$ cat src/rtl/coalesce_defs.svh
// Purpose: Offsets, field positions, reset values and timing constants
// Assumes: 32-bit AHB-Lite register words, 200 MHz controller clock
// Notes:   Definitions only
`ifndef COALESCE_DEFS_SVH
`define COALESCE_DEFS_SVH

// Register byte offsets
`define CIC_OFS_COALESCE   8'h00
`define CIC_OFS_VECTOR_CFG 8'h04
`define CIC_OFS_VECTOR_QRY 8'h08
`define CIC_OFS_STATUS     8'h0C
`define CIC_OFS_PRESCALE   8'h10
`define CIC_OFS_MODE       8'h14

// Coalescing settings word fields
`define CIC_TIME_HI 15
`define CIC_TIME_LO 8
`define CIC_ENTRIES_HI 7
`define CIC_ENTRIES_LO 0

// Per-vector configuration word fields
`define CIC_DISABLE_BIT 16
`define CIC_VSEL_HI     15
`define CIC_VSEL_LO     0

// Status bits
`define CIC_ST_INVALID 0
`define CIC_ST_LOST    1

// Mode register field
`define CIC_MODE_HI 1
`define CIC_MODE_LO 0

// Reset values
`define CIC_TIME_RESET 8'h00
`define CIC_ENTRIES_RESET 8'h00

// Time base: aggregation step in microseconds, clock rate in MHz
`define CIC_TICK_US   100
`define CIC_CLK_MHZ   200
`define CIC_PRESCALE_RESET (`CIC_TICK_US * `CIC_CLK_MHZ)

// Vector that serves the administrative completion queue
`define CIC_ADMIN_VECTOR 0

// Word transfer size code
`define CIC_HSIZE_WORD 3'h2

`endif

$ cat src/rtl/coalesce_pkg.sv
// Purpose: Types shared by the coalescer files
// Assumes: Nothing beyond the defines header
// Notes:   Bus phase states are one-hot
package coalesce_pkg;

	// Bus data phase tracking
	typedef enum logic [3:0] {
		BUS_IDLE  = 4'h1,
		BUS_WRITE = 4'h2,
		BUS_RWAIT = 4'h4,
		BUS_RDONE = 4'h8
	} bus_state_t;

	// Interrupt signalling modes
	typedef enum logic [1:0] {
		MODE_PIN   = 2'h0,
		MODE_MSI   = 2'h1,
		MODE_MMSI  = 2'h2,
		MODE_MSIX  = 2'h3
	} intr_mode_t;

endpackage

$ cat src/rtl/completion_interrupt_coalescer.sv
// Purpose: Per-vector completion interrupt coalescing with AHB-Lite regs
// Assumes: Single AHB-Lite slave, word transfers, synchronous inputs
// Notes:   Vector 0 serves the administrative completion queue
//
// Summary of operation
// - Interrupt when count threshold or hold-off time is met, first wins
// - Time or threshold of zero turns coalescing off
// - Admin completion queue vector is never coalesced
// - Completions reporting an error are signalled at once
// - Head doorbell write restarts that vector's count and timer
// - Time and threshold arrive in the settings word
// - Settings readback uses the same layout as written
// - Settings valid in every mode, cleared when mode changes
// - Bits 15:8 hold-off in 100 us steps, zero no delay, resets zero
// - Time limit may be per vector or shared; one limit shared by all vectors
// - Bits 7:0 zero-based entry threshold shared by all vectors, resets zero
// - After reset every vector bypasses coalescing, as time and threshold reset to zero
// - Bad or unbound vector in per-vector config flags invalid field
// - Bit 16 set exempts the vector from coalescing
// - Bits 15:0 select the vector being configured or queried
// - Per-vector query returns the selected vector's settings
`timescale 1ns/1ps
`default_nettype none
`include "coalesce_defs.svh"

module completion_interrupt_coalescer
	import coalesce_pkg::*;
#(
	parameter int NUM_VECTORS = 8,
	parameter int VW          = (NUM_VECTORS > 1) ? $clog2(NUM_VECTORS) : 1
)(
	// Clock and reset
	input  wire logic                   hclk,
	input  wire logic                   hresetn,
	// AHB-Lite slave
	input  wire logic                   hsel,
	input  wire logic [31:0]            haddr,
	input  wire logic [1:0]             htrans,
	input  wire logic                   hwrite,
	input  wire logic [2:0]             hsize,
	input  wire logic [31:0]            hwdata,
	input  wire logic                   hready,
	output logic [31:0]                 hrdata,
	output logic                        hreadyout,
	output logic                        hresp,
	// Completion postings
	input  wire logic                   cqe_valid,
	input  wire logic [VW-1:0]          cqe_vector,
	input  wire logic                   cqe_error,
	// Head doorbell writes
	input  wire logic                   db_valid,
	input  wire logic [VW-1:0]          db_vector,
	// Vectors bound to a valid I/O completion queue
	input  wire logic [NUM_VECTORS-1:0] iocq_bound,
	// Interrupt requests, one pulse per vector
	output logic [NUM_VECTORS-1:0]      irq_fire
);

	////////////////////////////////////////////////////////////////////
	// Elaboration check

	if (NUM_VECTORS < 2 || NUM_VECTORS > 65536) begin : g_bad_vectors
		$error("NUM_VECTORS must lie in 2..65536");
	end

	// Vector index width must match the vector count
	if (VW != $clog2(NUM_VECTORS)) begin : g_bad_width
		$error("VW must equal clog2 of NUM_VECTORS");
	end

	////////////////////////////////////////////////////////////////////
	// Declarations

	bus_state_t             state;
	logic [7:0]             addr_q;
	logic                   word_q;
	logic                   accept;
	logic                   wr_en;
	logic [31:0]            rdata_mux;

	logic [7:0]             agg_time;
	logic [7:0]             aggregation_threshold;
	logic [NUM_VECTORS-1:0] vector_coalesce_disable;
	logic [15:0]            vector_select;
	logic                   invalid_field;
	logic                   settings_lost;
	logic [15:0]            prescale;
	intr_mode_t             intr_mode;
	logic                   mode_change;

	logic [15:0]            prescale_cnt;
	logic                   tick;

	logic                   wr_vec_ok;
	logic [VW-1:0]          wr_idx;
	logic                   sel_ok;
	logic [VW-1:0]          sel_idx;

	// A vector may be configured when in range, not admin and bound
	// Bindings passed in so callers re-evaluate when they change
	function automatic logic vec_ok(input logic [15:0] v,
		input logic [NUM_VECTORS-1:0] bound);
		logic [VW-1:0] idx;
		idx = v[VW-1:0];
		vec_ok = (32'(v) < NUM_VECTORS)
			&& (32'(v) != `CIC_ADMIN_VECTOR)
			&& bound[idx];
	endfunction

	////////////////////////////////////////////////////////////////////
	// AHB-Lite bus phases

	// Address phase taken while the bus is ready
	assign accept = hsel && htrans[1] && hready;
	assign wr_en  = (state == BUS_WRITE) && word_q;

	// Writes finish with no wait, reads take one wait state
	always_ff @(posedge hclk or negedge hresetn) begin
		if (!hresetn) begin
			state     <= BUS_IDLE;
			addr_q    <= 8'h00;
			word_q    <= 1'b0;
			hreadyout <= 1'b1;
		end else begin
			unique case (state)
				BUS_IDLE, BUS_WRITE, BUS_RDONE: begin
					if (accept) begin
						addr_q    <= haddr[7:0];
						word_q    <= (hsize == `CIC_HSIZE_WORD)
							&& (haddr[31:8] == 24'h000000);
						state     <= hwrite ? BUS_WRITE : BUS_RWAIT;
						hreadyout <= hwrite;
					end else begin
						state     <= BUS_IDLE;
						hreadyout <= 1'b1;
					end
				end
				BUS_RWAIT: begin
					state     <= BUS_RDONE;
					hreadyout <= 1'b1;
				end
			endcase
		end
	end

	// Response is always OKAY
	always_ff @(posedge hclk or negedge hresetn) begin
		if (!hresetn) begin
			hresp <= 1'b0;
		end else begin
			hresp <= 1'b0;
		end
	end

	// Read data mux, unmapped offsets read zero
	always_comb begin
		rdata_mux = 32'h00000000;
		if (word_q) begin
			unique case (addr_q)
				`CIC_OFS_COALESCE: begin
					rdata_mux[`CIC_TIME_HI:`CIC_TIME_LO] = agg_time;
					rdata_mux[`CIC_ENTRIES_HI:`CIC_ENTRIES_LO] =
						aggregation_threshold;
				end
				`CIC_OFS_VECTOR_CFG, `CIC_OFS_VECTOR_QRY: begin
					rdata_mux[`CIC_VSEL_HI:`CIC_VSEL_LO] =
						vector_select;
					rdata_mux[`CIC_DISABLE_BIT] =
						sel_ok && vector_coalesce_disable[sel_idx];
				end
				`CIC_OFS_STATUS: begin
					rdata_mux[`CIC_ST_INVALID] = invalid_field;
					rdata_mux[`CIC_ST_LOST]    = settings_lost;
				end
				`CIC_OFS_PRESCALE: begin
					rdata_mux[15:0] = prescale;
				end
				`CIC_OFS_MODE: begin
					rdata_mux[`CIC_MODE_HI:`CIC_MODE_LO] = intr_mode;
				end
				default: begin
					rdata_mux = 32'h00000000;
				end
			endcase
		end
	end

	// Read data loaded during the wait state
	always_ff @(posedge hclk or negedge hresetn) begin
		if (!hresetn) begin
			hrdata <= 32'h00000000;
		end else if (state == BUS_RWAIT) begin
			hrdata <= rdata_mux;
		end
	end

	////////////////////////////////////////////////////////////////////
	// Registers

	// Mode write that differs from the current one drops the settings
	assign mode_change = wr_en && (addr_q == `CIC_OFS_MODE)
		&& (hwdata[`CIC_MODE_HI:`CIC_MODE_LO] != intr_mode);

	// Interrupt mode
	always_ff @(posedge hclk or negedge hresetn) begin
		if (!hresetn) begin
			intr_mode <= MODE_PIN;
		end else if (wr_en && addr_q == `CIC_OFS_MODE) begin
			intr_mode <= intr_mode_t'(hwdata[`CIC_MODE_HI:`CIC_MODE_LO]);
		end
	end

	// Global time and threshold settings
	always_ff @(posedge hclk or negedge hresetn) begin
		if (!hresetn) begin
			agg_time              <= `CIC_TIME_RESET;
			aggregation_threshold <= `CIC_ENTRIES_RESET;
		end else if (mode_change) begin
			agg_time              <= `CIC_TIME_RESET;
			aggregation_threshold <= `CIC_ENTRIES_RESET;
		end else if (wr_en && addr_q == `CIC_OFS_COALESCE) begin
			agg_time <= hwdata[`CIC_TIME_HI:`CIC_TIME_LO];
			aggregation_threshold <=
				hwdata[`CIC_ENTRIES_HI:`CIC_ENTRIES_LO];
		end
	end

	// Settings-lost flag, set on mode change, cleared by new settings
	always_ff @(posedge hclk or negedge hresetn) begin
		if (!hresetn) begin
			settings_lost <= 1'b0;
		end else if (mode_change) begin
			settings_lost <= 1'b1;
		end else if (wr_en && addr_q == `CIC_OFS_COALESCE) begin
			settings_lost <= 1'b0;
		end
	end

	// Vector checks for writes and for the held selection
	assign wr_idx    = hwdata[VW-1:0];
	assign wr_vec_ok = vec_ok(hwdata[`CIC_VSEL_HI:`CIC_VSEL_LO],
		iocq_bound);
	assign sel_idx   = vector_select[VW-1:0];
	assign sel_ok    = vec_ok(vector_select, iocq_bound);

	// Selected vector for configuration and query
	always_ff @(posedge hclk or negedge hresetn) begin
		if (!hresetn) begin
			vector_select <= 16'h0000;
		end else if (wr_en && (addr_q == `CIC_OFS_VECTOR_CFG
				|| addr_q == `CIC_OFS_VECTOR_QRY)) begin
			vector_select <= hwdata[`CIC_VSEL_HI:`CIC_VSEL_LO];
		end
	end

	// Per-vector disable flags, written only for a valid vector
	always_ff @(posedge hclk or negedge hresetn) begin
		if (!hresetn) begin
			vector_coalesce_disable <= '0;
		end else if (mode_change) begin
			vector_coalesce_disable <= '0;
		end else if (wr_en && addr_q == `CIC_OFS_VECTOR_CFG
				&& wr_vec_ok) begin
			vector_coalesce_disable[wr_idx] <=
				hwdata[`CIC_DISABLE_BIT];
		end
	end

	// Invalid-field status of the last per-vector command
	always_ff @(posedge hclk or negedge hresetn) begin
		if (!hresetn) begin
			invalid_field <= 1'b0;
		end else if (wr_en && (addr_q == `CIC_OFS_VECTOR_CFG
				|| addr_q == `CIC_OFS_VECTOR_QRY)) begin
			invalid_field <= !wr_vec_ok;
		end
	end

	// Prescaler reload value
	always_ff @(posedge hclk or negedge hresetn) begin
		if (!hresetn) begin
			prescale <= 16'(`CIC_PRESCALE_RESET);
		end else if (wr_en && addr_q == `CIC_OFS_PRESCALE) begin
			prescale <= hwdata[15:0];
		end
	end

	////////////////////////////////////////////////////////////////////
	// Time base

	// One-cycle tick every prescale cycles, zero acts as one
	always_ff @(posedge hclk or negedge hresetn) begin
		if (!hresetn) begin
			prescale_cnt <= 16'h0000;
			tick         <= 1'b0;
		end else if (prescale_cnt + 16'h0001 >= prescale) begin
			prescale_cnt <= 16'h0000;
			tick         <= 1'b1;
		end else begin
			prescale_cnt <= prescale_cnt + 16'h0001;
			tick         <= 1'b0;
		end
	end

	////////////////////////////////////////////////////////////////////
	// Per-vector aggregation, one time limit shared by all vectors

	for (genvar v = 0; v < NUM_VECTORS; v++) begin : g_vec
		logic bypass;

		// Admin vector, disabled vector or zero setting skips holding
		assign bypass = (v == `CIC_ADMIN_VECTOR)
			|| vector_coalesce_disable[v]
			|| agg_time == 8'h00
			|| aggregation_threshold == 8'h00;

		vector_aggregator u_agg (
			.hclk       (hclk),
			.hresetn    (hresetn),
			.tick       (tick),
			.post       (cqe_valid && cqe_vector == VW'(v)),
			.post_error (cqe_error),
			.doorbell   (db_valid && db_vector == VW'(v)),
			.bypass     (bypass),
			.threshold  (aggregation_threshold),
			.time_limit (agg_time),
			.fire       (irq_fire[v])
		);
	end

endmodule

`default_nettype wire

$ cat src/rtl/vector_aggregator.sv
// Purpose: Entry count and hold-off timer for one interrupt vector
// Assumes: tick is a one-cycle pulse every aggregation step
// Notes:   Fire is a registered one-cycle pulse
`timescale 1ns/1ps
`default_nettype none

module vector_aggregator
	import coalesce_pkg::*;
(
	// Clock and reset
	input  wire logic       hclk,
	input  wire logic       hresetn,
	// Time base and events
	input  wire logic       tick,
	input  wire logic       post,
	input  wire logic       post_error,
	input  wire logic       doorbell,
	// Settings
	input  wire logic       bypass,
	input  wire logic [7:0] threshold,
	input  wire logic [7:0] time_limit,
	// Interrupt request
	output logic            fire
);

	logic       pending;
	logic [8:0] count;
	logic [7:0] timer;
	logic       next_pending;
	logic [8:0] next_count;
	logic [7:0] next_timer;
	logic       due;

	// Doorbell restarts count and timer, a new post still counts
	always_comb begin
		next_count = doorbell ? 9'h000 : count;
		next_timer = doorbell ? 8'h00 : timer;
		if (post && next_count != 9'h1FF) begin
			next_count = next_count + 9'h001;
		end
		if (tick && pending && next_timer != 8'hFF) begin
			next_timer = next_timer + 8'h01;
		end
		next_pending = pending | post;
		// Whichever of count or time is met first
		due = next_pending && (bypass
			|| (post && post_error)
			|| next_count >= ({1'b0, threshold} + 9'h001)
			|| next_timer >= time_limit);
	end

	// Signalling clears the accumulated state
	always_ff @(posedge hclk or negedge hresetn) begin
		if (!hresetn) begin
			pending <= 1'b0;
			count   <= 9'h000;
			timer   <= 8'h00;
			fire    <= 1'b0;
		end else if (due) begin
			pending <= 1'b0;
			count   <= 9'h000;
			timer   <= 8'h00;
			fire    <= 1'b1;
		end else begin
			pending <= next_pending;
			count   <= next_count;
			timer   <= next_timer;
			fire    <= 1'b0;
		end
	end

endmodule

`default_nettype wire

$ cat config.mk
export PLATFORM = sky130hd
export DESIGN_NAME = completion_interrupt_coalescer
export DESIGN_NICKNAME = d
export VERILOG_FILES = /design/src/rtl/coalesce_pkg.sv /design/src/rtl/completion_interrupt_coalescer.sv /design/src/rtl/vector_aggregator.sv
export VERILOG_INCLUDE_DIRS = /design/src /design/src/rtl
export SDC_FILE = /design/constraint.sdc
export NUM_CORES = 1
export LEC_CHECK = 0
export ABC_AREA = 0
export BUFFER_PORTS_ARGS = -buffer_cell sky130_fd_sc_hd__buf_2
export CORE_MARGIN = 2
export CORE_UTILIZATION = 40
export DETAILED_ROUTE_END_ITERATION = 12
export SLEW_MARGIN = 20
export SYNTH_ARGS = -nofsm -noshare
export SYNTH_HDL_FRONTEND = slang
export SYNTH_SLANG_ARGS = --single-unit
$ cat constraint.sdc
create_clock -name hclk -period 4.3 [get_ports hclk]
set_input_delay 0.86 -clock hclk [delete_from_list [all_inputs] [get_ports hclk]]
set_output_delay 0.86 -clock hclk [all_outputs]
set_load 0.02 [all_outputs]
# Word-level counts from Yosys, hierarchy flattened
# Index checks and enable logic that the tools add are counted.
# W data, S select, Z words.
[word_totals]
ff_bits = 257
latch_bits = 0
mem_bits_rw = 0
mem_bits_ro = 0
output_inout_bits = 42
word_cells = 327
memories = 0
[classes]
n_addsub = 16
multipliers = 0
div_mod_pow = 0
n_lt_le_gt_ge = 20
n_eq_ne = 39
n_shift = 0
mux = 85
bitwise_logic = 7
n_reduce_logical = 116
[ops]
columns = ["cell", "count"]
rows = [
  ["$mux W8", 27],
  ["$mux W9", 21],
  ["$logic_and A1 B1 Y1", 67],
  ["$add A9 B1 Y9 const B", 7],
  ["$ge A9 B9 Y1", 7],
  ["$ne A9 B9 Y1 const B", 7],
  ["$add A8 B1 Y8 const B", 7],
  ["$ge A8 B8 Y1", 7],
  ["$ne A8 B8 Y1 const B", 7],
  ["$pmux W14 S3", 1],
  ["$logic_or A1 B1 Y1", 36],
  ["$lt A16 B4 Y1 const B", 2],
  ["$reduce_bool A16 Y1", 2],
  ["$eq A3 B3 Y1 const B", 8],
  ["$logic_not A24 Y1", 1],
  ["$logic_not A8 Y1", 3],
  ["$mux W1", 24],
  ["$mux W17", 1],
  ["$add A16 B1 Y16 const B", 1],
  ["$eq A8 B4 Y1 const B", 2],
  ["$eq A8 B5 Y1 const B", 2],
  ["$ge A16 B16 Y1", 1],
  ["$mux W16", 1],
  ["$eq A3 B2 Y1 const B", 5],
  ["24 further kinds", 36],
]

# Logic depth before layout (Yosys ltp)
# Gate-level depths: netlist of the first run.
[depth]
word_depth = 11
mapped_depth = 20
ltp_nobuf = 17

# By module
# Synthesis of the first run repeated with hierarchy kept, for this count alone.
[unflattened]
cells_unflattened = 1951
area_unflattened_um2 = 18866.8
[by_module_without_submodules]
columns = ["mod", "instances", "cells_each", "area_each_um2", "seq_area_each_um2"]
rows = [
  ["vector_aggregator (g_vec[0].u_agg ...)", 7, 174, 1629.1, 475.5],
  ["completion_interrupt_coalescer", 1, 552, 5836.8, 2711.4],
  ["vector_aggregator (g_vec[1].u_agg)", 1, 181, 1626.6, 475.5],
]

# Least setup slack after synthesis of the first run
# OpenSTA, ideal clock, no wires.
[synth_timing]
path_type = "input port to flip-flop"
startpoint = "input port db_valid"
endpoint = "register g_vec[5].u_agg.timer[6]"
setup_time_ns = 0.086
arrival_ns = 4.669
required_time_ns = 4.214
setup_slack_ns = -0.455
cell_stages = 19
path_buffers = 3
path_cell_list = "clkbuf_1 > nand4b_1 > and2_1 > ha_1 > nand2_1 > nor4b_1 > ha_1 > or3_1 > clkbuf_1 > nor3_1 > xnor2_1 > nor2_1 > ha_1 > a2111oi_0 > o21ai_0 > a211oi_1 > a41oi_2 > buf_2 > nor3_1"
[synth_between]
elab_chain_cells = 10
[synth_lines]
columns = ["item", "line", "source"]
rows = [
  ["start, declared", "completion_interrupt_coalescer.sv:51", "input wire logic db_valid,"],
  ["$logic_and A1 B1 Y1 (*)", "completion_interrupt_coalescer.sv:323", ".doorbell (db_valid && db_vector == VW'(v)),"],
  ["parallel branches: the longest is 6 deep, another holds $add A9 B1 Y9", "--", ""],
  ["$logic_or A1 B1 Y1 (*)", "vector_aggregator.sv:49", "|| next_timer >= time_limit);"],
  ["$logic_and A1 B1 Y1 (*)", "vector_aggregator.sv:46", "due = next_pending && (bypass"],
  ["via g_vec[5].u_agg.due", "vector_aggregator.sv:32", "logic due;"],
  ["$mux W8 (*)", "vector_aggregator.sv:59", "end else if (due) begin"],
  ["end signal, assigned", "vector_aggregator.sv:67", "timer <= next_timer;"],
  ["end, declared", "vector_aggregator.sv:28", "logic [7:0] timer;"],
]
# Mark *: on every way through the listed nets, which the timed path passes.
# A chain may end at the register's enable or synchronous reset.

# Worst setup path after layout of the first run
[layout_timing]
startpoint = "input port db_vector[1]"
endpoint = "register g_vec[3].u_agg.count[5]"
[layout_between]
elab_chain_cells = 11
[layout_lines]
columns = ["item", "line", "source"]
rows = [
  ["start, declared", "completion_interrupt_coalescer.sv:52", "input wire logic [VW-1:0] db_vector,"],
  ["$eq A3 B2 Y1 (*)", "completion_interrupt_coalescer.sv:323", ""],
  ["$logic_and A1 B1 Y1 (*)", "completion_interrupt_coalescer.sv:323", ""],
  ["parallel branches: the longest is 8 deep, another holds $add A9 B1 Y9", "--", ""],
  ["$mux W9 (*)", "vector_aggregator.sv:59", ""],
  ["end signal, assigned", "vector_aggregator.sv:66", "count <= next_count;"],
  ["end, declared", "vector_aggregator.sv:27", "logic [8:0] count;"],
]
# Every way passes the cells marked *.

==> results of run 1 <==
-- cells in the final DEF (no fill, tap or decap), types with 31 or more instances in the layout --
cell     count
inv_1       71
dfrtp_1    235
nand2_1    200
nor3_1      85
nor2_1     164
and2_1      31
xor2_1      57
ha_1       157
nand3_1     53
buf_4      129
buf_2       99
mux2_2      33
nand4_1     56
a21oi_1     65
xnor2_1     55
-- logic make-up (layout without fill, tap and decap cells) --
group	Yosys count	in the layout
adders and majority gates	159	159
other	1	16
buffers and inverters	161	360
AOI/OAI and AO/OA	230	230
DFF	242	242
muxes	59	59
and+or+nand+nor	758	758
xor gates and xnor gates	113	113
-- flip-flops by register name (all words and copies together) (netlist names), 16 cells and up --
signal	flops
hrdata	17
prescale	16
g_vec.u_agg.count	63
vector_select	16
prescale_cnt	16
g_vec.u_agg.timer	56
-- where the power goes --
part	total, W	internal [W]	switching (W)	leakage [nW]
Clock	0.00250	0.00145	0.00105	0.464
Combinational	0.000801	0.000357	0.000444	5.36
Sequential	0.00247	0.00237	0.0000949	3.19
-- critical path: stages --
cell and delay, ns:
buf_2 0.12, buf_4 0.15, nand4b_1 0.26, and2_4 0.27
ha_1 0.19, nand3_1 0.08, nor2_1 0.04, ha_1 0.18
or4_1 0.58, xor2_2 0.19, nor2_1 0.06, ha_1 0.20
a2111oi_2 0.28, o21ai_1 0.13, a211oi_2 0.33, a41oi_4 0.18
buf_12 0.22, nor3_1 0.13
-- metal layers --
metal	up-vias	global-route usage	wire length (µm)	share of wire
met3	81	0.0369	2430	0.055
met2	355	0.340	19700	0.44
met5	-	0	7	0.00016
li1	6513	-	-	-
met4	2	0.0753	1520	0.034
met1	6572	0.301	20600	0.47
-- stage by stage --
step,worst slack (ns),total power (W),cells,cell area [µm²]
global route,0.00733,0.00603,2455,18800
global placement,-0.169,0.00326,2398,17800
CTS,0.305,0.00582,2454,18800
floorplan,0.00325,0.00300,1738,16100
finish,0.327,0.00577,2455,18800
detailed placement,-0.252,0.00331,2400,17800
-- worst max path at each step --
| stage | start | to | slack (ns) | cells after the start |
|---|---|---|---|---|
| after global placement | db_vector[1] | g_vec[3].u_agg.timer[4] | -0.17 | 18 |
| after CTS | db_vector[1] | g_vec[3].u_agg.count[5] | 0.30 | 18 |
| final | db_vector[1] | g_vec[3].u_agg.count[5] | 0.33 | 18 |
| after floorplan | db_vector[1] | g_vec[5].u_agg.timer[6] | 0.003 | 19 |
| after detailed placement | db_vector[1] | g_vec[3].u_agg.count[5] | -0.25 | 18 |
| after global routing | db_vector[1] | g_vec[7].u_agg.count[3] | 0.007 | 20 |
-- area by class of cell --
| type | count | share of cell area |
|---|---|---|
| clock inverters | 13 | 0.00746 |
| flip-flops and latches | 242 | 0.323 |
| well taps | 518 | 0.0345 |
| repair buffers | 234 | 0.0840 |
| clock buffers | 41 | 0.0437 |
| inverters | 72 | 0.0144 |
| multi-input cells | 1335 | 0.493 |
-- what timing repair did --
item                       4_1_cts  5_1_grt
setup buffers                    0        1
setup endpoints to repair        0       21
gates resized for setup          0        6
==> metrics list, run 1 <==
- Leak: 9.01 nW
- In this run the horizontal extent of the chip is 203 µm.
* TritonCTS clock tree: yes
- At the end of the flow the core is filled with cells to 0.483.
* Placed wire-length estimate after detailed placement: 32000 µm
* Largest family of logic cells by synthesized area: simple AND/OR/NAND/NOR gates
* Unrepaired setup endpoints after global routing: no
- Share of synthesized area spent on multiplexers: 0.0414
- Multi-input gate area: 0.00927 mm²
- Simple-gate portion of the synthesized area: 0.242
- Counting flops with a built-in enable in the synthesized netlist gives 0.
* Seq cells post-synth: 242
* Layout-stage area growth over the synthesis result: 18.3%
- dfrtp_1 takes more of the synthesized area than any other cell.
- Vias: 13500
* Max-slew headroom: 0.370
- Min-delay worst type: in -> async
- Nets: 2164
- In the final routed layout, each cell accounts on average for 18.0 µm.
- Clock latency on the worst-skew pair, taken at its later pin, is 0.58 ns.
- Max-slew violation total from the final report: 0
* Worst setup skew after layout: 0.0224 ns
- In the global route stage, overall resource usage came out at 0.216.
* Critical Path Sink Type: flop
- Pin count of the biggest net entering global routing: 112
- Std-Cell Rows: 72
- Number of cells on the worst reg-to-reg path: 11
* Post-route worst hold slack: 0.346 ns
- Antenna violation net count after detailed routing: 0
* Most frequently used flop master after synthesis: dfrtp_1
* Worst-Margin Slew: 0.945 ns
* Cell count after synthesis: 1723
* Cell types with the largest area share after synthesis: dfrtp_1 37%, ha_1 13%, nand2_1 4.7%, nor2_1 3.9%, xor2_1 3.2%
- Of all flip-flops after synthesis, the portion carrying an async set or reset was 1.00.
- Compound-Gate Fraction of Synth Area: 0.101
- In this run the register-to-register setup slack is 0.79 ns.
* Ant. Diodes: 0
- Die area: 0.0413 mm²
- Total congestion overflow after global routing: 0
- The via count of the first global-routing pass is 13600.
- CTS Buffer Depth: 3
* Yosys warns: 0
- Total clock sinks: 242
- Post-synth top cells: 235 x dfrtp_1, 201 x nand2_1, 165 x nor2_1, 159 x ha_1, 89 x nor3_1
- VDD sags by at most 0.000372 V.
* Via-to-Cell Ratio: 5.51
* Total of fill cells in the finished design: 3751
- DRT Wirelength: 44200 µm
- Die height: 203 µm
* Starting density of the core: 0.408
* Sequential share of the synthesized area: 0.382
- Dividing the synthesized area by the synthesized cell count gives 9.22 µm².
- Across the run, the number of max-cap violations was 0.
- The final-report hold violation count was 0.
- Setup violations remaining at the end of the flow were counted as 0.
- Signal arrival time at the worst endpoint: 4.46 ns
- STA puts the critical path data required time at 4.78 ns.
- Antenna violations before repair: 1
- Power density over the cells: 307 mW/mm²
- Sequential cell area: 0.00606 mm²
- Crit Path Max Fanout: 18
- Startpoint kind of the worst setup timing path: input port
- 133 I/O pins were placed.
* H-tree level count: 1
- The run finished with clean final reports.
- Before antenna repair, the detailed router went through 6 iterations.
- Of the total synthesized cell area, the portion taken by XOR and XNOR cells is 0.0623.
- Achievable clock frequency: 0.252 GHz
- Final Cycle Share: 0.924
- For the final routed database, the setup TNS stands at 0 ns.
- Post-Syn Area: 0.0159 mm²
- The worst register-to-register path begins at aggregation_threshold[1].
- Global-route wire length before repair: 71300 µm
- Clk root buf: clkbuf_16
- The synthesized netlist contains 76 unique library cells.
- At the end of routability-driven placement, the weighted congestion stood at 0.869.
- Port Buffer Count: 100
- Crit path time final: 3.97 ns
- Most instantiated library cell after synthesis: dfrtp_1
- The number of clock buffers added by TritonCTS is 29.
* Area share of fa/ha/maj cells after synthesis: 0.125
* Crit Reg-Reg Endpoint: g_vec[3].u_agg.count[5]
* Crit Path Class: in -> reg
- Share of cells above drive strength 1: 0.189
- Area share of the largest cell type after synthesis: 0.370
- In this run, the number of DRC markers left after iteration 0 of detailed routing was 929.
- Clock edge transition at the registers on the reported setup and hold paths: 0.06 ns
* Total DRC errors in the routed layout: 0
- Hold Buf Count CTS: 0
- Area of the core: 0.0389 mm²
(Power assumes the default switching activity.)
==> inputs of run 2 (changes only) <==
--- a/config.mk
+++ b/config.mk
@@ -6,7 +6,7 @@
 export SDC_FILE = /design/constraint.sdc
 export NUM_CORES = 1
 export LEC_CHECK = 0
-export ABC_AREA = 0
+export ABC_AREA = 1
 export BUFFER_PORTS_ARGS = -buffer_cell sky130_fd_sc_hd__buf_2
 export CORE_MARGIN = 2
 export CORE_UTILIZATION = 40
==> metrics list, run 2 <==
- The overall routed net length came to 47200 µm (+6.7%).
* Port Buffer Count: 100 (unchanged)
- The flip-flop count of the largest register, all copies and words added came to 63 (unchanged).
- Count of endpoints failing hold in the final timing report: 0 (unchanged)
- Ranked by total cell area, the synthesized netlist is headed by dfrtp_1 33%, nand2_1 15%, ha_1 11%, inv_1 8.7%, nor2_1 7.0%.
* Nets: 2954 (+37%)
* Power density over the cells: 319 mW/mm² (+3.9%)
- Placed wire-length estimate after detailed placement: 36200 µm (+13%)
* CP required: 4.76 ns (-0.02 ns)
- Crit Path Max Fanout: 8 (-10)
- The total negative setup slack came to 0 ns (unchanged).
- The maximum number of pins on one net before global-route repair is 96 (-14%).
- Total congestion overflow after global routing: 0 (unchanged)
* EDFF count, synth: 0 (unchanged)
* Max-slew headroom: 0.473 (+0.103)
- The via total after detailed routing is 16200 (+20%).
* Post_cts resized: 0 (unchanged)
- Post-Syn Area: 0.0178 mm² (+12%)
- Layout-stage area growth over the synthesis result: 14.6%
- Width of the die: 215 µm (+5.6%)
- The number of placement rows was 77 (+6.9%).
- Average wire per standard cell: 14.2 µm (-21%)
- Status: finished, final reports clean
- The library cell used most frequently in the layout, excluding fill and tap cells, is nand2_1.
- The first-pass GRT wire length came to 78400 µm (+9.9%).
- The number of distinct library cell variants in the gate-level netlist after synthesis came to 50 (-34%).
* Post-route cell area: 0.0204 mm² (+8.4%)
- By startpoint and endpoint, the worst setup path is classified as in -> reg.
- Seq cells post-synth: 242 (unchanged)
- Count of boundary I/O pins: 133 (unchanged)
- The maximum buffer depth of the clock tree is 3 (unchanged).
- Starting DRT DRC Count: 1222 (+32%)
- The placeable core area is 0.0440 mm² (+13%).
* Starting density of the core: 0.403 (-0.00467)
- Post-route worst hold slack: 0.306 ns (-0.0394 ns)
- Sequential share of the synthesized area: 0.341 (-0.0404)
* Syn avg cell area: 7.01 µm² (-24%)
- Number of cells on the worst reg-to-reg path: 12 (+1)
* Worst-Margin Slew: 0.791 ns (-0.154 ns)
- The number of buffers created by CTS was 30 (+3.4%).
* VDD IR max: 0.000272 V (-27%)
- The post-detailed-route DRC marker count came to 0 (unchanged).
- Async set-or-reset flop fraction in the synthesized netlist: 1.00 (unchanged)
* Unrepaired setup endpoints after global routing: no
* Post-synth top cells: 732 x nand2_1, 412 x inv_1, 332 x nor2_1, 235 x dfrtp_1, 159 x ha_1
- The area share of the largest cell type after synthesis is 0.331 (-0.0392).
* Clock latency reported for the late side of the worst-skew pair: 0.57 ns (about the same)
* First-pass iteration count of the detailed router: 5 (-1)
* Worst setup skew after layout: 0.0131 ns (-0.00923 ns)
- The cell area reported after detailed placement is 0.0193 mm² (+8.7%).
- The area enclosed by the die boundary was 0.0461 mm² (+12%).
- Via-to-Cell Ratio: 4.88 (-11%)
- The signal arrival time at the worst endpoint came to 4.26 ns (-0.20 ns).
* H-tree level count: 1 (unchanged)
* Clock edge transition at the registers on the reported setup and hold paths: 0.06 ns (about the same)
- Crit path time final: 3.80 ns (-0.177 ns)
- Yosys warns: 0 (unchanged)
- Overall fraction of global-route tracks in use: 0.207 (-0.00921)
* Number of global-route vias before repair: 15900 (+17%)
- R2r startpoint: aggregation_threshold[1]
* Total clock sinks: 242 (unchanged)
- Post-CTS setup repair buffer count: 0 (unchanged)
- Hold Buf Count CTS: 0 (unchanged)
- Clk root buf: clkbuf_16
- Most instantiated library cell after synthesis: nand2_1
- In this run the worst setup path begins at db_valid.
- Crit Reg-Reg Endpoint: g_vec[4].u_agg.count[3]
* Leak: 11.6 nW (+29%)
* Setup slack on the worst flop-to-flop path: 0.98 ns (+0.19 ns)
- Setup WS pre-CTS: -0.0695 ns (+0.182 ns)
- The share of layout cells above drive strength 1 was 0.117 (-0.0728).
- STA classifies the critical path startpoint as an input port.
- Antenna violations before repair: 1 (unchanged)
* Number of setup violations in the final report: 0 (unchanged)
- TritonCTS built the clock tree.
- Placer congestion estimate: 0.939 (+8.0%)
- Register with the highest flop count: g_vec.u_agg.count
* Critical Path Sink Type: flop
- Final Cycle Share: 0.883 (-0.0411)
- The worst hold path belongs to the class in -> async.
- Largest registers: g_vec.u_agg.count: 63 flops, g_vec.u_agg.timer: 56 flops, hrdata: 17 flops
- The final worst setup slack came to 0.503 ns (+0.177 ns).
- Die height: 215 µm (+5.6%)
- Dominant cell type by area after synthesis: dfrtp_1
* Cell count after synthesis: 2535 (+47%)
* # Max-Cap Violations: 0 (unchanged)
* Most frequently used flop master after synthesis: dfrtp_1
* Max-slew violation total from the final report: 0 (unchanged)
- Achievable clock frequency: 0.263 GHz (+4.7%)
- Commonest non-fill, non-tap cells in the layout: 732 x nand2_1, 412 x inv_1, 332 x nor2_1, 235 x dfrtp_1, 159 x ha_1
* Antenna violation net count after detailed routing: 0 (unchanged)
[run 2: final cells by class]
type / count / area [µm²]
antenna: 1 / 2.50
sequential: 242 / 6060
clock buffer: 42 / 876
clock inverter: 11 / 148
fill: 4428 / 23700
tap: 592 / 741
timing repair buffer: 181 / 1140
multi-input combinational: 1828 / 9810
inverter: 421 / 1580
[run 2: cells by family (layout without fill, tap and decap cells)]
group | Yosys count | in the layout | synth area share
xor gates and xnor gates | 75 | 75 | 0.0374
and+or+nand+nor | 1386 | 1386 | 0.336
other | 1 | 17 | 0.000211
AOI/OAI and AO/OA | 190 | 190 | 0.0625
buffers and inverters | 480 | 655 | 0.110
adders and majority gates | 159 | 159 | 0.112
muxes | 2 | 2 | 0.00127
DFF | 242 | 242 | 0.341
[run 2: metrics by stage]
step                      utilization  cells  total power [W]
after floorplan                     -   2550          0.00346
after global placement          0.439   3264          0.00389
after detailed placement        0.439   3264          0.00393
after CTS                       0.463   3317          0.00658
after global routing            0.463   3317          0.00688
final                           0.463   3318          0.00650
[run 2: how the worst max path moves through the flow]
stage	slack (ns)	endpoint	depth (start not counted)
after global routing	0.17	g_vec[1].u_agg.timer[1]	25
after floorplan	0.18	g_vec[2].u_agg.count[5]	25
after global placement	-0.004	g_vec[1].u_agg.count[3]	25
final	0.50	g_vec[1].u_agg.timer[1]	25
after detailed placement	-0.07	g_vec[1].u_agg.timer[1]	25
after CTS	0.52	g_vec[1].u_agg.timer[1]	25
[run 2: metal layers]
metal | up-vias | track usage | wire, µm
met4 | 0 | 0.0660 | 1580
met1 | 7509 | 0.277 | 21700
met2 | 366 | 0.349 | 21700
met5 | - | 0 | 0
li1 | 8251 | - | -
met3 | 80 | 0.0259 | 2170
[run 2: where the power goes]
part           internal [W]  leakage (nW)  total [W]  switching, W
registers           0.00244          3.10    0.00252     0.0000773
logic              0.000492          8.04    0.00137      0.000875
clock network       0.00159         0.511    0.00261       0.00102
total               0.00453          11.6    0.00650       0.00197
[run 2: worst max-delay path, cell delays in order]
cell      delay, ns
buf_2          0.14
inv_1          0.05
nor2_1         0.23
nand2_2        0.19
nand2_1        0.12
inv_1          0.05
ha_1           0.21
nand3_1        0.12
nor3_1         0.08
ha_1           0.18
nor2_2         0.18
nand2_1        0.10
nor2_1         0.17
nand2_1        0.11
xor2_1         0.21
inv_1          0.07
ha_1           0.29
nand2_1        0.05
nor2_1         0.12
nand3b_1       0.08
nand4_1        0.10
nor2_1         0.06
a21oi_1        0.20
buf_4          0.21
nor2_1         0.06
==> inputs of run 3 (changes only) <==
--- a/config.mk
+++ b/config.mk
@@ -8,9 +8,12 @@
 export LEC_CHECK = 0
 export ABC_AREA = 1
 export BUFFER_PORTS_ARGS = -buffer_cell sky130_fd_sc_hd__buf_2
+export CELL_PAD_IN_SITES_DETAIL_PLACEMENT = 0
+export CELL_PAD_IN_SITES_GLOBAL_PLACEMENT = 1
 export CORE_MARGIN = 2
 export CORE_UTILIZATION = 40
 export DETAILED_ROUTE_END_ITERATION = 12
+export PLACE_DENSITY_LB_ADDON = 0.1
 export SLEW_MARGIN = 20
 export SYNTH_ARGS = -nofsm -noshare
 export SYNTH_HDL_FRONTEND = slang
==> metrics list, run 3 (synthesized netlist as in run 2, its figures left out) <==
* Signal arrival time at the worst endpoint: 4.26 ns (about the same)
* Die height: 215 µm (unchanged)
* Total of fill cells in the finished design: 4573 (+3.3%)
- The count of hold-fix buffers inserted at cts is 0 (unchanged).
- Starting DRT DRC Count: 804 (-34%)
- The clock net sink count was 242 (unchanged).
* Vias: 16000 (-1.1%)
* Number of global-route vias before repair: 15200 (-4.3%)
- The clock-pin transition on the worst setup and hold timing paths came to 0.06 ns (about the same).
- Antenna violation net count after detailed routing: 0 (unchanged)
- The final instance area is 0.0205 mm² (+0.79%).
- VDD IR max: 0.000257 V (-5.7%)
- Unrepaired setup endpoints after global routing: no
- Fin cells: 3345 (+0.81%)
* Setup TNS after final layout: 0 ns (unchanged)
* CTS Buffer Depth: 3 (unchanged)
* Ant. Diodes: 0 (-1)
- Min-delay worst type: in -> async
- The aggregate global-route resource usage was 0.215 (+0.00759).
- The aggregate global routing overflow came to 0 (unchanged).
- The placeable core area is 0.0440 mm² (unchanged).
- The quantity of gates resized following cts was 0 (unchanged).
- Antenna violations before repair: 0 (-1)
- The first-pass GRT wire length came to 79200 µm (+1.0%).
* Status: finished, final reports clean
- The maximum frequency from static timing analysis was 0.263 GHz (about the same).
- The maximum number of pins on one net before global-route repair is 79 (-18%).
- The final-layout worst hold slack is 0.185 ns (-0.122 ns).
* Crit Path Class: in -> reg
* # Max-Cap Violations: 0 (unchanged)
- Final Cycle Share: 0.883 (about the same)
- The number of cells after detailed placement was 3289 (+0.77%).
- The data required time of the critical path came to 4.76 ns (about the same).
- The detailed-placement wirelength estimate came to 37200 µm (+2.8%).
- Crit path time final: 3.80 ns (+0.00230 ns)
- More flip-flops sit in one register than any other, and that register is g_vec.u_agg.count.
* Crit Reg-Reg Endpoint: g_vec[4].u_agg.timer[5]
- Starting density of the core: 0.403 (unchanged)
- The post-detailed-route DRC marker count came to 0 (unchanged).
* Post-layout worst setup margin: 0.501 ns (-0.00230 ns)
- Crit path largest cell delay: 0.31 ns (+0.02 ns)
- Max-slew violation total from the final report: 0 (unchanged)
* Total CTS buffers: 30 (unchanged)
* H-tree level count: 1 (unchanged)
- Met3 routed WL: 1800 µm (-17%)
- The leakage power was 11.7 nW (+0.88%).
- Startpoint kind of the worst setup timing path: input port
- The final count of negative-setup-slack endpoints is 0 (unchanged).
- By instance count, the cell type seen most on the critical path is nor2_1.
* Count of endpoints failing hold in the final timing report: 0 (unchanged)
- The average via count per standard cell was 4.79 (-1.9%).
- The largest fanout of any net on the critical path was 15 (+7).
* R2r startpoint: g_vec[4].u_agg.count[1]
- TritonCTS built the clock tree.
- The detail-routed net length per standard cell was 14.7 µm (+3.6%).
* Library cell contributing the largest single delay on the critical path: ha_1
- The power per unit of standard cell area was 318 mW/mm² (-0.36%).
* Critical Path Sink Type: flop
- Worst-Margin Slew: 1.05 ns (+0.258 ns)
* Multi-input gate area: 0.00981 mm² (unchanged)
- Highest Signal Layer: met4
- Commonest non-fill, non-tap cell in the layout: nand2_1
* Setup slack on the worst flop-to-flop path: 0.84 ns (-0.14 ns)
- Post-CTS setup repair buffer count: 0 (unchanged)
- Largest registers: g_vec.u_agg.count: 63 flops, g_vec.u_agg.timer: 56 flops, hrdata: 17 flops
- Width of the die: 215 µm (unchanged)
- Std-Cell Rows: 77 (unchanged)
- Number of cells on the worst reg-to-reg path: 20 (+8)
* Setup WS pre-CTS: -0.0533 ns (+0.0162 ns)
- The area enclosed by the die boundary is 0.0461 mm² (unchanged).
- Clock latency reported for the late side of the worst-skew pair: 0.58 ns (about the same)
- Sequential cell area: 0.00606 mm² (unchanged)
- The overall routed net length is 49300 µm (+4.5%).
* Max-slew headroom: 0.301 (-0.172)
- The share of layout cells above drive strength 1 is 0.125 (+0.00826).
- Nets: 2979 (+0.85%)
- Count of boundary I/O pins: 133 (unchanged)
- Placer congestion estimate: 0.874 (-6.8%)
- The flip-flop count of the largest register, all copies and words added was 63 (unchanged).
- The library cells used most frequently in the layout, excluding fill and tap cells, are 732 x nand2_1, 412 x inv_1, 332 x nor2_1, 235 x dfrtp_1, 159 x ha_1.
- The number of port buffers was 100 (unchanged).
- The routed length on met2 was 23300 µm (+7.4%).
- First-pass iteration count of the detailed router: 5 (unchanged)
* Worst setup skew after layout: 0.0130 ns (-0.000159 ns)
- Wire length the detailed router placed on met1: 22900 µm (+5.4%)
- The cell area reported after detailed placement came to 0.0195 mm² (+0.91%).
- The root buffer cell chosen for the clock tree is clkbuf_16.
* Layout-stage area growth over the synthesis result: 15.6%
-- run 3: cell types whose count changed in the layout (fill, tap and decap cells not counted), sizes merged --
cell / previous run / this run
buf: 181 / 206
clkinv: 8 / 11
clkinvlp: 0 / 3
clkbuf: 42 / 40
diode: 1 / 0
inv: 421 / 420
-- run 3: cell type report --
type                    count  area share
well taps                 592      0.0361
clock inverters            16     0.00792
inverters                 421      0.0770
clock buffers              40      0.0414
multi-input cells        1828       0.478
flip-flops and latches    242       0.295
repair buffers            206      0.0642
-- run 3: worst max path at each step --
| stage | startpoint | to | slack (ns) | cells past startpoint |
|---|---|---|---|---|
| finish | db_valid | g_vec[1].u_agg.count[2] | 0.50 | 25 |
| global route | db_valid | g_vec[7].u_agg.timer[2] | 0.17 | 28 |
| CTS | db_valid | g_vec[1].u_agg.timer[0] | 0.54 | 25 |
| detailed placement | db_valid | g_vec[1].u_agg.count[3] | -0.05 | 25 |
| global placement | db_valid | g_vec[1].u_agg.count[3] | -0.04 | 25 |
| floorplan | db_vector[1] | g_vec[2].u_agg.count[5] | 0.18 | 25 |
-- run 3: through the flow --
stage / power (W) / utilization
2_1_floorplan: 0.00346 / -
3_3_place_gp: 0.00394 / 0.443
3_5_place_dp: 0.00397 / 0.443
4_1_cts: 0.00661 / 0.466
5_1_grt: 0.00691 / 0.466
6_report: 0.00652 / 0.466
-- run 3: worst max-delay path: cells and delay by family --
family | cells | cell delay (ns)
AOI/OAI and AO/OA | 1 | 0.12
xor gates and xnor gates | 1 | 0.22
adders and majority gates | 3 | 0.70
buffers and inverters | 5 | 0.57
and+or+nand+nor | 15 | 1.79
-- run 3: metal layers --
layer / vias to the layer above / track usage
met4: 0 / 0.0574
met2: 265 / 0.371
met3: 70 / 0.0238
li1: 8301 / -
met1: 7394 / 0.286
met5: - / 0
-- run 3: report_power, final --
| part | leakage, nW | switching [W] | internal (W) | total, W |
|---|---|---|---|---|
| logic | 8.15 | 0.000887 | 0.000517 | 0.00140 |
| clock network | 0.499 | 0.00104 | 0.00156 | 0.00260 |
| registers | 3.10 | 0.0000803 | 0.00244 | 0.00252 |
| total | 11.7 | 0.00200 | 0.00452 | 0.00652 |
